$ cat config.mk
export PLATFORM = sky130hd
export DESIGN_NAME = cdr_override_bank
export DESIGN_NICKNAME = d
export VERILOG_FILES = /design/src/inc/cdr_pkg.sv /design/src/cdr_override_bank.sv
export SDC_FILE = /design/constraint.sdc
export NUM_CORES = 1
export LEC_CHECK = 0
export BUFFER_PORTS_ARGS = -buffer_cell sky130_fd_sc_hd__buf_2
export CORE_ASPECT_RATIO = 1.75
export CORE_MARGIN = 2
export CORE_UTILIZATION = 46
export CTS_CLUSTER_SIZE = 30
export DETAILED_ROUTE_END_ITERATION = 10
export GPL_ROUTABILITY_DRIVEN = 1
export PLACE_DENSITY = 0.85
export SETUP_SLACK_MARGIN = 0.2
export SLEW_MARGIN = 20
export SYNTH_ARGS = -nofsm -noshare
export SYNTH_HDL_FRONTEND = slang
export SYNTH_SLANG_ARGS = --single-unit
$ cat constraint.sdc
create_clock -name core_clk_in -period 1.6 [get_ports core_clk_in]
set_clock_uncertainty 0.05 [all_clocks]
set_input_delay 0.48 -clock core_clk_in [delete_from_list [all_inputs] [get_ports core_clk_in]]
set_output_delay 0.48 -clock core_clk_in [all_outputs]
set_load 0.01 [all_outputs]
$ cat src/inc/cdr_pkg.sv
// package for the clock-recovery override control bank
// assumes one register clock domain shared with the management bus logic
package cdr_pkg;

    // register offsets of this bank
    localparam logic [7:0] REG_START0  = 8'h08;
    localparam logic [7:0] REG_ENABLES = 8'h09;
    localparam logic [7:0] REG_PUMP    = 8'h0A;
    localparam logic [7:0] REG_START1  = 8'h0B;
    localparam int         NUM_REGS    = 4;

    // reset values, listed from index 3 (start1) down to index 0 (start0)
    localparam logic [NUM_REGS-1:0][7:0] REG_RESET = {8'h0F, 8'h10, 8'h00, 8'h00};
    // bits that software may write
    localparam logic [NUM_REGS-1:0][7:0] REG_WMASK = {8'hFF, 8'hFF, 8'hFF, 8'h07};
    // bits that the eeprom loader may write
    localparam logic [NUM_REGS-1:0][7:0] REG_EMASK = {8'hFF, 8'hF0, 8'hFF, 8'h07};

    // enables register bit positions
    localparam int OV_CAP    = 7;
    localparam int OV_LEVEL  = 6;
    localparam int OV_BYPASS = 5;
    localparam int OV_DETPWR = 4;
    localparam int OV_PUMPPD = 3;
    localparam int OV_DIV    = 2;
    localparam int OV_FLD    = 1;
    localparam int LOCK_MODE = 0;

    // pump/reset/lock register bit positions
    localparam int OV_SBT    = 7;
    localparam int OV_ICUR   = 6;
    localparam int OV_TRIP   = 5;
    localparam int OV_F150   = 4;
    localparam int RST_FORCE = 3;
    localparam int RST_VALUE = 2;
    localparam int LCK_FORCE = 1;
    localparam int LCK_VALUE = 0;

    // field positions inside the override source registers
    localparam int CAP_LSB   = 0; // 0x0B[4:0]
    localparam int LVL_LSB   = 0; // 0x1F[4:0]
    localparam int F150_BIT  = 6; // 0x1F[6]
    localparam int LT_LSB    = 5; // 0x1E[7:5]
    localparam int FDEN_BIT  = 0; // 0x1E[0]
    localparam int FLD_BIT   = 1; // 0x1E[1]
    localparam int PDPD_BIT  = 2; // 0x1E[2]
    localparam int VCO_BIT   = 0; // 0x1C[0]
    localparam int IQ_BIT    = 1; // 0x1C[1]
    localparam int FCUR_LSB  = 2; // 0x1C[4:2]
    localparam int PCUR_LSB  = 5; // 0x1C[7:5]
    localparam int FPUMP_BIT = 1; // 0x1B[1]
    localparam int PPUMP_BIT = 0; // 0x1B[0]
    localparam int DIV_LSB   = 4; // 0x18[6:4]
    localparam int SBT_BIT   = 7; // 0x1D[7]

    // controls that reach the analog loop
    typedef struct packed {
        logic [4:0] cap_count;
        logic [4:0] filter_level;
        logic [2:0] loopthru_select;
        logic       freq_detector_enable;
        logic       phase_detector_powerdown;
        logic       oscillator_powerdown;
        logic       quadrature_detector_powerdown;
        logic       freq_pump_powerdown;
        logic       phase_pump_powerdown;
        logic [2:0] divider_select;
        logic       lock_detector_powerdown;
        logic       single_bit_enable;
        logic [2:0] phase_pump_current;
        logic [2:0] freq_pump_current;
        logic [7:0] filter_trip;
        logic       filter_150_mode;
        logic       recovery_reset;
    } cdr_ctrl_t;

    // raw contents of the registers outside this bank that hold override values
    typedef struct packed {
        logic [7:0] reg16;
        logic [7:0] reg18;
        logic [7:0] reg1b;
        logic [7:0] reg1c;
        logic [7:0] reg1d;
        logic [7:0] reg1e;
        logic [7:0] reg1f;
    } cdr_src_regs_t;

endpackage

$ cat src/cdr_override_bank.sv
// override control bank of one clock-recovery channel
// assumes register access and eeprom load arrive synchronous to core_clk_in
// Behaviour
// [RULE1] capacitor count force selects 0x0B[4:0] over internal count
// [RULE2] filter level force selects 0x1F[4:0] as loop-filter dac value
// [RULE3] loop-through force drives both loop-through selects from 0x1E[7:5]
// [RULE4] detector power force takes fd enable, oscillator_powerdown, iq from 0x1E/0x1C
// [RULE5] pump power force takes both pump power-downs from 0x1B[1:0]
// [RULE6] divider force 1 uses 0x18[6:4]; 0 follows internal divider select
// [RULE7] lock detector force takes its power-down from 0x1E[1]
// [RULE8] lock-mode bit keeps frequency detector enabled in locked state; with the detector power force set, fd enable comes from 0x1E[0] instead
// [RULE9] single-bit-transition force takes its enable from 0x1D[7]
// [RULE10] phase pump current force takes settings from 0x1C[7:5]
// [RULE11] frequency pump current force takes settings from 0x1C[4:2]
// [RULE12] filter trip force takes both trip levels from 0x16[7:0]
// [RULE13] filter 150 force takes mode from 0x1F[6]; force resets to 1
// [RULE14] recovery reset force drives loop reset from 0x0A[2]
// [RULE15] forced reset value 1 holds loop in reset, 0 runs it
// [RULE16] lock force reports lock from 0x0A[0] instead of detector
// [RULE17] writable lock value bit gives the forced lock state
// [RULE18] start setting 0 bits 2:0 writable, eeprom loadable, reset zero
// [RULE19] each force is a plain selector acting without further trigger
`timescale 1ns/100ps
module cdr_override_bank (
    // clock, reset, enable
    input  wire logic                 core_clk_in,
    input  wire logic                 resetn_in,
    input  wire logic                 clk_en_in,
    // register access port
    input  wire logic                 reg_wr_in,
    input  wire logic [7:0]           reg_addr_in,
    input  wire logic [7:0]           reg_wdata_in,
    output logic      [7:0]           reg_rdata_out,
    // eeprom load port, shares address and data
    input  wire logic                 ee_load_in,
    // internally generated controls and state
    input  wire cdr_pkg::cdr_ctrl_t   int_ctrl_in,
    input  wire logic                 int_lock_in,
    input  wire logic                 sm_locked_in,
    // override source registers outside the bank
    input  wire cdr_pkg::cdr_src_regs_t src_regs_in,
    // controls to the analog loop
    output cdr_pkg::cdr_ctrl_t        ctrl_out,
    output logic                      lock_out,
    output logic      [2:0]           start_cap0_out
);

    // register storage, index 0..3 = 0x08..0x0B
    logic [7:0]               regs_q [cdr_pkg::NUM_REGS];
    logic [cdr_pkg::NUM_REGS-1:0] bus_sel;
    logic [cdr_pkg::NUM_REGS-1:0] ee_sel;
    logic [7:0]               en_reg;
    logic [7:0]               pump_reg;
    logic [7:0]               start1_reg;
    cdr_pkg::cdr_ctrl_t       ctrl_d;
    cdr_pkg::cdr_ctrl_t       ctrl_q;
    logic                     lock_d;
    logic                     lock_q;
    logic [7:0]               rdata_q;

    // one-hot register select, shared by bus write and eeprom load
    function automatic logic [cdr_pkg::NUM_REGS-1:0] reg_hit(input logic [7:0] addr);
        reg_hit = 4'h0;
        if (addr == cdr_pkg::REG_START0) begin
            reg_hit = 4'h1;
        end else if (addr == cdr_pkg::REG_ENABLES) begin
            reg_hit = 4'h2;
        end else if (addr == cdr_pkg::REG_PUMP) begin
            reg_hit = 4'h4;
        end else if (addr == cdr_pkg::REG_START1) begin
            reg_hit = 4'h8;
        end
    endfunction

    // a bus write wins over an eeprom load in the same cycle
    assign bus_sel = reg_wr_in ? reg_hit(reg_addr_in) : 4'h0;
    assign ee_sel  = (ee_load_in && !reg_wr_in) ? reg_hit(reg_addr_in) : 4'h0;

    // each register keeps its non-writable bits, so reserved bits read zero
    for (genvar i = 0; i < cdr_pkg::NUM_REGS; i++) begin : g_reg
        always_ff @(posedge core_clk_in or negedge resetn_in) begin
            if (!resetn_in) begin
                regs_q[i] <= cdr_pkg::REG_RESET[i]; // RULE13 RULE18
            end else if (clk_en_in) begin
                if (bus_sel[i]) begin
                    regs_q[i] <= (regs_q[i] & ~cdr_pkg::REG_WMASK[i])
                               | (reg_wdata_in & cdr_pkg::REG_WMASK[i]); // RULE17 RULE18
                end else if (ee_sel[i]) begin
                    regs_q[i] <= (regs_q[i] & ~cdr_pkg::REG_EMASK[i])
                               | (reg_wdata_in & cdr_pkg::REG_EMASK[i]); // RULE18
                end
            end
        end
    end

    assign en_reg     = regs_q[1];
    assign pump_reg   = regs_q[2];
    assign start1_reg = regs_q[3];

    // override selectors; no trigger beyond the enable bit itself
    always_comb begin
        ctrl_d = int_ctrl_in; // RULE19
        if (en_reg[cdr_pkg::OV_CAP]) begin
            ctrl_d.cap_count = start1_reg[cdr_pkg::CAP_LSB +: 5]; // RULE1
        end
        if (en_reg[cdr_pkg::OV_LEVEL]) begin
            ctrl_d.filter_level = src_regs_in.reg1f[cdr_pkg::LVL_LSB +: 5]; // RULE2
        end
        if (en_reg[cdr_pkg::OV_BYPASS]) begin
            ctrl_d.loopthru_select = src_regs_in.reg1e[cdr_pkg::LT_LSB +: 3]; // RULE3
        end
        if (en_reg[cdr_pkg::LOCK_MODE] && sm_locked_in) begin
            ctrl_d.freq_detector_enable = 1'b1; // RULE8
        end
        // the power force is applied last so an explicit value beats lock mode
        if (en_reg[cdr_pkg::OV_DETPWR]) begin
            ctrl_d.freq_detector_enable = src_regs_in.reg1e[cdr_pkg::FDEN_BIT]; // RULE4
            ctrl_d.phase_detector_powerdown = src_regs_in.reg1e[cdr_pkg::PDPD_BIT];
            ctrl_d.oscillator_powerdown = src_regs_in.reg1c[cdr_pkg::VCO_BIT];
            ctrl_d.quadrature_detector_powerdown = src_regs_in.reg1c[cdr_pkg::IQ_BIT];
        end
        if (en_reg[cdr_pkg::OV_PUMPPD]) begin
            ctrl_d.freq_pump_powerdown = src_regs_in.reg1b[cdr_pkg::FPUMP_BIT]; // RULE5
            ctrl_d.phase_pump_powerdown = src_regs_in.reg1b[cdr_pkg::PPUMP_BIT];
        end
        if (en_reg[cdr_pkg::OV_DIV]) begin
            ctrl_d.divider_select = src_regs_in.reg18[cdr_pkg::DIV_LSB +: 3]; // RULE6
        end
        if (en_reg[cdr_pkg::OV_FLD]) begin
            ctrl_d.lock_detector_powerdown = src_regs_in.reg1e[cdr_pkg::FLD_BIT]; // RULE7
        end
        if (pump_reg[cdr_pkg::OV_SBT]) begin
            ctrl_d.single_bit_enable = src_regs_in.reg1d[cdr_pkg::SBT_BIT]; // RULE9
        end
        // one enable bit serves both pump current overrides
        if (pump_reg[cdr_pkg::OV_ICUR]) begin
            ctrl_d.phase_pump_current = src_regs_in.reg1c[cdr_pkg::PCUR_LSB +: 3]; // RULE10
            ctrl_d.freq_pump_current = src_regs_in.reg1c[cdr_pkg::FCUR_LSB +: 3]; // RULE11
        end
        if (pump_reg[cdr_pkg::OV_TRIP]) begin
            ctrl_d.filter_trip = src_regs_in.reg16; // RULE12
        end
        if (pump_reg[cdr_pkg::OV_F150]) begin
            ctrl_d.filter_150_mode = src_regs_in.reg1f[cdr_pkg::F150_BIT]; // RULE13
        end
        if (pump_reg[cdr_pkg::RST_FORCE]) begin
            ctrl_d.recovery_reset = pump_reg[cdr_pkg::RST_VALUE]; // RULE14 RULE15
        end
    end

    // lock report selector
    always_comb begin
        lock_d = pump_reg[cdr_pkg::LCK_FORCE] ? pump_reg[cdr_pkg::LCK_VALUE]
                                               : int_lock_in; // RULE16 RULE17
    end

    // registered controls; one cycle of latency keeps analog inputs glitch free
    always_ff @(posedge core_clk_in or negedge resetn_in) begin
        if (!resetn_in) begin
            ctrl_q <= '0;
        end else if (clk_en_in) begin
            ctrl_q <= ctrl_d; // RULE19
        end
    end

    // registered lock report
    always_ff @(posedge core_clk_in or negedge resetn_in) begin
        if (!resetn_in) begin
            lock_q <= 1'b0;
        end else if (clk_en_in) begin
            lock_q <= lock_d;
        end
    end

    // read data, registered one cycle after the address; unmapped reads zero
    always_ff @(posedge core_clk_in or negedge resetn_in) begin
        if (!resetn_in) begin
            rdata_q <= 8'h00;
        end else if (clk_en_in) begin
            if (reg_addr_in == cdr_pkg::REG_START0) begin
                rdata_q <= regs_q[0];
            end else if (reg_addr_in == cdr_pkg::REG_ENABLES) begin
                rdata_q <= regs_q[1];
            end else if (reg_addr_in == cdr_pkg::REG_PUMP) begin
                rdata_q <= regs_q[2];
            end else if (reg_addr_in == cdr_pkg::REG_START1) begin
                rdata_q <= regs_q[3];
            end else begin
                rdata_q <= 8'h00;
            end
        end
    end

    assign ctrl_out       = ctrl_q;
    assign lock_out       = lock_q;
    assign reg_rdata_out  = rdata_q;
    assign start_cap0_out = regs_q[0][2:0]; // RULE18
endmodule // cdr_override_bank

==> impl_metrics.yaml, run 1 <==
logic_synthesis:
  synth-compound-area-share_pct: 9.43
  post_synth_fa_ha_maj_area_fraction_pct: 0
  ys_ff_latch: 76
  mappedNetlistNets: 414
  yosys_warnings: 0
  synth_xor_area_share_pct: 0
  area_contributors_post_synth: "dfrtp_1, mux2i_1, mux2_2, a21oi_1, nor2_1"
  synth_area_um2: 3450
  synth_largest_area_cell: "dfrtp_1"
  synth_cell_types: 24
  yosys_most_used_dff: "dfrtp_1"
  syn-mean-instance-area_um2: 11.7
  async_set_or_reset_register_ratio_after_synthesis_pct: 100
  yosys.cell_count.top_type: "dfrtp_1"
  yosys-mux-area-fraction_pct: 24.3
  yosysTopAreaCellShare_pct: 51.5
  yosys.area_share.simple_pct: 7.33
  synth_sequential_area_ratio_pct: 55.3
  synth-edff-count: 0
  netlist_instances: 295
  ys_top_cells_by_count: "dfrtp_1, nor2_1, a21oi_1"
  synth_top_family_by_area: "multiplexers"
run_status:
  failing_checks: "negative setup slack"
  run_status: "finished with violations"
cts:
  clk-insertion-delay-late_ns: 0.33
  hold_buffers: 0
  cts-root-buf: "clkbuf_16"
  clock_tree.htree_level_count: 3
  cts.path.max_buffers: 2
  cts_num_sinks: 76
  cts_inserted_buffers: 9
  clkSlewWorstSetupHoldPaths_ns: 0.06
  clock_tree_from_tritoncts: "done"
final_layout:
  drive_gt1_share_pct: 52.3
  finalNetCount: 590
  areaGrowthSynthToFinish_pct: 41.8
  num-fill-cells: 549
  number_of_flip_flops_in_the_largest_register: 40
  finish.cell_count_without_fillers: 562
  post-route-cell-area_um2: 4890
  diodes: 0
critical_path:
  critical_path.reg2reg.startpoint: "start_cap0_out[0]"
  crit_slowest_cell: "or4_4"
  worst-endpoint-arrival_ns: 2.07
  critical_path.endpoint_type: "flip-flop"
  worstRegToRegCells: 4
  crit-reg2reg-capture: "reg_rdata_out[0]"
  path_max_fanout: 5
  worst_ep_required_time_ns: 1.77
  critical_path.n_buffers_inverters: 2
  max_stage_delay_ns: 0.53
  crit_path_cell_trace: "buf_6, or4_4, nor3b_4, buf_4, nand3b_1, mux2_2"
  timing.critical_path.max_delay_family: "simple AND/OR/NAND/NOR gates"
  criticalPathCategory: "input port to flip-flop"
  startpoint_type: "input port"
  regToRegSetupSlack_ns: 0.27
timing:
  worst_setup_slack_after_layout_ns: -0.299
  setup_viol_count_final: 31
  final_hold_viol_count: 0
  hold_slack_ns: 0.00998
  grt_setup_unrepaired: "true"
  max_slew.worst_pin.slew_ns: 0.419
  clock.fmax_mhz: 526
  max-slew-margin-rel_pct: 72.1
  final_min_period_over_clock_period_pct: 119
  fin_crit_ns: 1.90
  slew_violations: 0
pwr:
  netSwitchingFraction_pct: 23.2
  p_total_mw: 4.94
  power.leakage_nw: 2.37
  internal_power_mw: 3.80
  switching_power_mw: 1.15
  max-vdd-ir-drop_uv: 730
  share_comb_of_total_power_pct: 13.6
  clkPwrFrac_pct: 43.3
  p_per_area_nw_per_um2: 1010
  share_seq_of_total_power_pct: 43.0
grt:
  first_global_vias: 3029
  grt_first_pass_wirelength_um: 14300
  met1_usage_pct: 24.5
  groute.layer.met3.usage_pct: 4.69
  grt_antenna_before_repair: 0
  gr-max-usage-layer: "met2"
  grt_usage_pct: 22.2
  overflow: 0
  grt_max_degree: 41
  met2_usage_pct: 40.1
worst_hold_path:
  hp-class: "input port to asynchronous set/reset pin"
routing:
  drt_pre_antenna_iters: 4
  post_drt_wl_per_cell_um: 16.0
  totalWireLength_um: 9020
  route.vias.total: 2883
  dr.first_iter.drc_count: 188
  drt_drc_violations_left: 0
  drt.antenna.violating_nets: 0
  via_per_inst: 5.13
floorplan:
  floorplan.initialDensity_pct: 47.7
  die-width_um: 69.5
  row_count: 41
  die_h_um: 119
  placeableCoreArea_um2: 7230
  floorplan.die_area_um2: 8230
  io-pin-count: 171
place:
  place_worst_setup_slack_ns: -0.631
  dp_cells: 523
  routabilityCongestion: 0.891
  placement.cell_area_um2: 4350
  io_buffers: 148
  hpwlAfterDp_um: 6720
job:
  max-cap-violations: 0
[worst max-delay path by stage]
stage / from / endpoint / slack, ns / depth (start not counted)
5_1_grt: reg_addr_in[5] / start_cap0_out[0] / -0.31 / 6
3_5_place_dp: reg_addr_in[5] / en_reg[3] / -0.63 / 6
6_report: reg_addr_in[5] / start_cap0_out[1] / -0.30 / 6
3_3_place_gp: reg_addr_in[5] / en_reg[2] / -0.59 / 6
4_1_cts: reg_addr_in[5] / en_reg[5] / -0.29 / 6
2_1_floorplan: reg_addr_in[5] / en_reg[0] / -0.50 / 4
[per-stage QoR]
step | util (%) | setup TNS (ns)
after global placement | 60.2 | -17.08
after global routing | 67.6 | -6.81
final | 67.6 | -6.42
after CTS | 65.5 | -5.45
after detailed placement | 60.2 | -18.05
after floorplan | - | -13.62
[layout make-up]
class | count | area (um^2) | share of cell area, %
clock buffer | 11 | 243 | 4.96
clock inverter | 5 | 75.1 | 1.53
inverter | 8 | 30.0 | 0.614
multi-input combinational | 189 | 1440 | 29.4
sequential | 76 | 1910 | 39.0
tap | 86 | 108 | 2.20
timing repair buffer | 187 | 1090 | 22.3
[per-layer routing]
layer,vias to the layer above,wire length (um)
li1,1388,-
met1,1380,3340
met2,99,5050
met3,16,427
met4,0,202
met5,-,0
[what timing repair did]
item,CTS,global route
setup buffers,5,18
setup endpoints to repair,43,71
resized for setup,9,5
pin swaps,1,1
[cells in the final DEF, fill, tap and decap left out]
| master | instances |
|---|---|
| a21oi_1 | 41 |
| a22oi_1 | 5 |
| and2b_1 | 1 |
| buf_12 | 2 |
| buf_2 | 143 |
| buf_4 | 37 |
| buf_6 | 5 |
| bufinv_16 | 2 |
| clkbuf_1 | 1 |
| clkbuf_16 | 9 |
| clkbuf_8 | 1 |
| clkinv_2 | 3 |
| dfrtp_1 | 71 |
| dfstp_2 | 5 |
| inv_1 | 8 |
| mux2_2 | 31 |
| mux2_4 | 2 |
| mux2i_1 | 40 |
| mux4_2 | 3 |
| nand2_1 | 2 |
| nand2_2 | 1 |
| nand2_4 | 1 |
| nand3_1 | 3 |
| nand3_2 | 1 |
| nand3b_1 | 1 |
| nand4_1 | 1 |
| nor2_1 | 42 |
| nor2b_1 | 1 |
| nor3b_4 | 1 |
| o2111ai_4 | 1 |
| o21ai_0 | 3 |
| o21ai_1 | 2 |
| o22ai_1 | 5 |
| or4_4 | 1 |
[logic make-up (layout without fill, tap and decap cells)]
kind of cell           count (synthesis)  in the layout
AOI/OAI and AO/OA                     57             57
buffers and inverters                 30            211
DFF                                   76             76
muxes                                 76             76
and+or+nand+nor                       56             56
[power groups by stage]
stage | Combinational [mW] | Sequential [mW] | Clock (mW)
floorplan | 0.238 | 2.19 | 0
finish | 0.673 | 2.13 | 2.14
detailed placement | 0.606 | 2.16 | 0
CTS | 0.622 | 2.13 | 2.19
global route | 0.738 | 2.14 | 2.27
global placement | 0.585 | 2.15 | 0
Power figures use the tool's default switching activity.
==> run 2, diff against run 1 <==
--- a/config.mk
+++ b/config.mk
@@ -9,11 +9,12 @@
 export CORE_ASPECT_RATIO = 1.75
 export CORE_MARGIN = 2
 export CORE_UTILIZATION = 46
+export CTS_CLUSTER_DIAMETER = 80
 export CTS_CLUSTER_SIZE = 30
 export DETAILED_ROUTE_END_ITERATION = 10
 export GPL_ROUTABILITY_DRIVEN = 1
 export PLACE_DENSITY = 0.85
-export SETUP_SLACK_MARGIN = 0.2
+export SETUP_SLACK_MARGIN = 0.15
 export SLEW_MARGIN = 20
 export SYNTH_ARGS = -nofsm -noshare
 export SYNTH_HDL_FRONTEND = slang
==> impl_metrics.yaml, run 2 (synthesis gave the netlist of run 1 again) <==
pwr:
  power.leakage_nw: 2.25
  max-vdd-ir-drop_uv: 600
  share_seq_of_total_power_pct: 46.5
  p_per_area_nw_per_um2: 968
  p_total_mw: 4.58
  internal_power_mw: 3.46
  netSwitchingFraction_pct: 24.4
  share_comb_of_total_power_pct: 13.2
  clkPwrFrac_pct: 40.3
  switching_power_mw: 1.12
grt:
  overflow: 0
  grt_max_degree: 42
  grt_first_pass_wirelength_um: 14700
  grt_antenna_before_repair: 0
  grt_usage_pct: 22.8
  first_global_vias: 2994
timing:
  setup_viol_count_final: 34
  clock.fmax_mhz: 544
  fin_crit_ns: 1.84
  worst_setup_slack_after_layout_ns: -0.238
  hold_slack_ns: -0.000842
  final_hold_viol_count: 2
  max-slew-margin-rel_pct: 71.1
  max_slew.worst_pin.slew_ns: 0.434
  grt_setup_unrepaired: "true"
  timing.setup.tns_ns: -6.33
  slew_violations: 0
  final_min_period_over_clock_period_pct: 115
floorplan:
  floorplan.initialDensity_pct: 47.7
  floorplan.die_area_um2: 8230
  die_h_um: 119
  die-width_um: 69.5
  placeableCoreArea_um2: 7230
  row_count: 41
  io-pin-count: 171
cts:
  cts_inserted_buffers: 9
  cts-root-buf: "clkbuf_16"
  clock_tree.htree_level_count: 3
  cts.path.max_buffers: 2
  clk-insertion-delay-late_ns: 0.33
  clkSlewWorstSetupHoldPaths_ns: 0.06
  hold_buffers: 0
  clock_tree_from_tritoncts: "done"
  cts_num_sinks: 76
critical_path:
  critical_path.n_buffers_inverters: 2
  path_max_fanout: 8
  timing.critical_path.max_delay_family: "simple AND/OR/NAND/NOR gates"
  crit_slowest_cell: "or4_4"
  worst-endpoint-arrival_ns: 2.00
  critical_path.endpoint_type: "flip-flop"
  critPathMostFrequentCell: "buf_6"
  criticalPathCategory: "input port to flip-flop"
  crit_path_cell_trace: "buf_6, or4_4, nor3b_4, buf_6, o2111ai_4, mux2_2"
  worst_ep_required_time_ns: 1.76
  startpoint_type: "input port"
  max_stage_delay_ns: 0.53
final_layout:
  drive_gt1_share_pct: 51.3
  areaGrowthSynthToFinish_pct: 37.1
  diodes: 0
  finish.utilization_pct: 65.4
  finalNetCount: 571
  number_of_flip_flops_in_the_largest_register: 40
  top_library_cells_by_usage_in_the_layout_fill_and_taps_aside: "buf_2, dfrtp_1, nor2_1"
  mostFrequentLayoutCell: "buf_2"
routing:
  dr.first_iter.drc_count: 143
  drt_pre_antenna_iters: 4
  totalWireLength_um: 8880
  drt.antenna.violating_nets: 0
  post_drt_wl_per_cell_um: 16.4
  route.vias.total: 2876
  drt_drc_violations_left: 0
  via_per_inst: 5.31
run_status:
  run_status: "finished with violations"
  failing_checks: "negative hold slack, negative setup slack"
place:
  hpwlAfterDp_um: 6560
  io_buffers: 148
  place_worst_setup_slack_ns: -0.606
  routabilityCongestion: 0.875
worst_hold_path:
  hp-class: "input port to asynchronous set/reset pin"
job:
  max-cap-violations: 0
==> run 2: layout make-up <==
cell class / count / area, um^2
Fill cell: 564 / 2500
Tap cell: 86 / 108
Inverter: 8 / 30.0
Multi-Input combinational cell: 189 / 1490
Sequential cell: 76 / 1910
Timing Repair Buffer: 168 / 920
Clock buffer: 13 / 260
Clock inverter: 2 / 10.0
==> run 2: power by group through the flow <==
stage	clock, mW	sequential (mW)	combinational [mW]
after floorplan	0	2.19	0.237
after global placement	0	2.15	0.581
after detailed placement	0	2.16	0.601
after CTS	1.87	2.13	0.612
after global routing	1.98	2.14	0.671
final	1.84	2.13	0.606
==> run 2: timing repair <==
item / CTS / global route
hold endpoints to repair: 0 / 0
endpoints found under the setup margin: 35 / 35
setup buffers: 3 / 1
resized for setup: 13 / 6
pin swaps: 5 / 1
==> run 2: per-stage QoR <==
| step | cells | instance area [um^2] |
|---|---|---|
| 6_report | 542 | 4730 |
| 3_3_place_gp | 523 | 4340 |
| 2_1_floorplan | 295 | 3460 |
| 5_1_grt | 542 | 4730 |
| 3_5_place_dp | 523 | 4340 |
| 4_1_cts | 541 | 4700 |
==> run 2: per-layer routing <==
| metal | track usage [%] | vias up | wire length, um |
|---|---|---|---|
| met1 | 25.4 | 1393 | 3250 |
| met4 | 12.1 | 0 | 279 |
| met2 | 39.5 | 112 | 4850 |
| li1 | - | 1351 | - |
| met5 | 0 | - | 0 |
| met3 | 5.80 | 20 | 507 |
==> run 2: final timing paths <==
path	slack [ns]	startpoint	endpoint	depth (start not counted)
hold reg to reg	0.45	start1_reg[7]	start1_reg[7]	1
min in group core_clk_in	0.36	reg_wdata_in[7]	start1_reg[7]	2
max in group asynchronous	0.92	resetn_in	ctrl_out[6]	2
setup reg to reg	0.34	pump_reg[0]	reg_rdata_out[0]	3
hold / removal	-0.0008	resetn_in	en_reg[6]	1
setup / recovery	-0.24	reg_addr_in[5]	en_reg[0]	6
==> run 2: worst reg2reg max path: cells and delay by family (launching register included) <==
family	cells	cell delay, ns
muxes	1	0.50
and+or+nand+nor	1	0.11
DFF	1	0.42
AOI/OAI and AO/OA	1	0.06
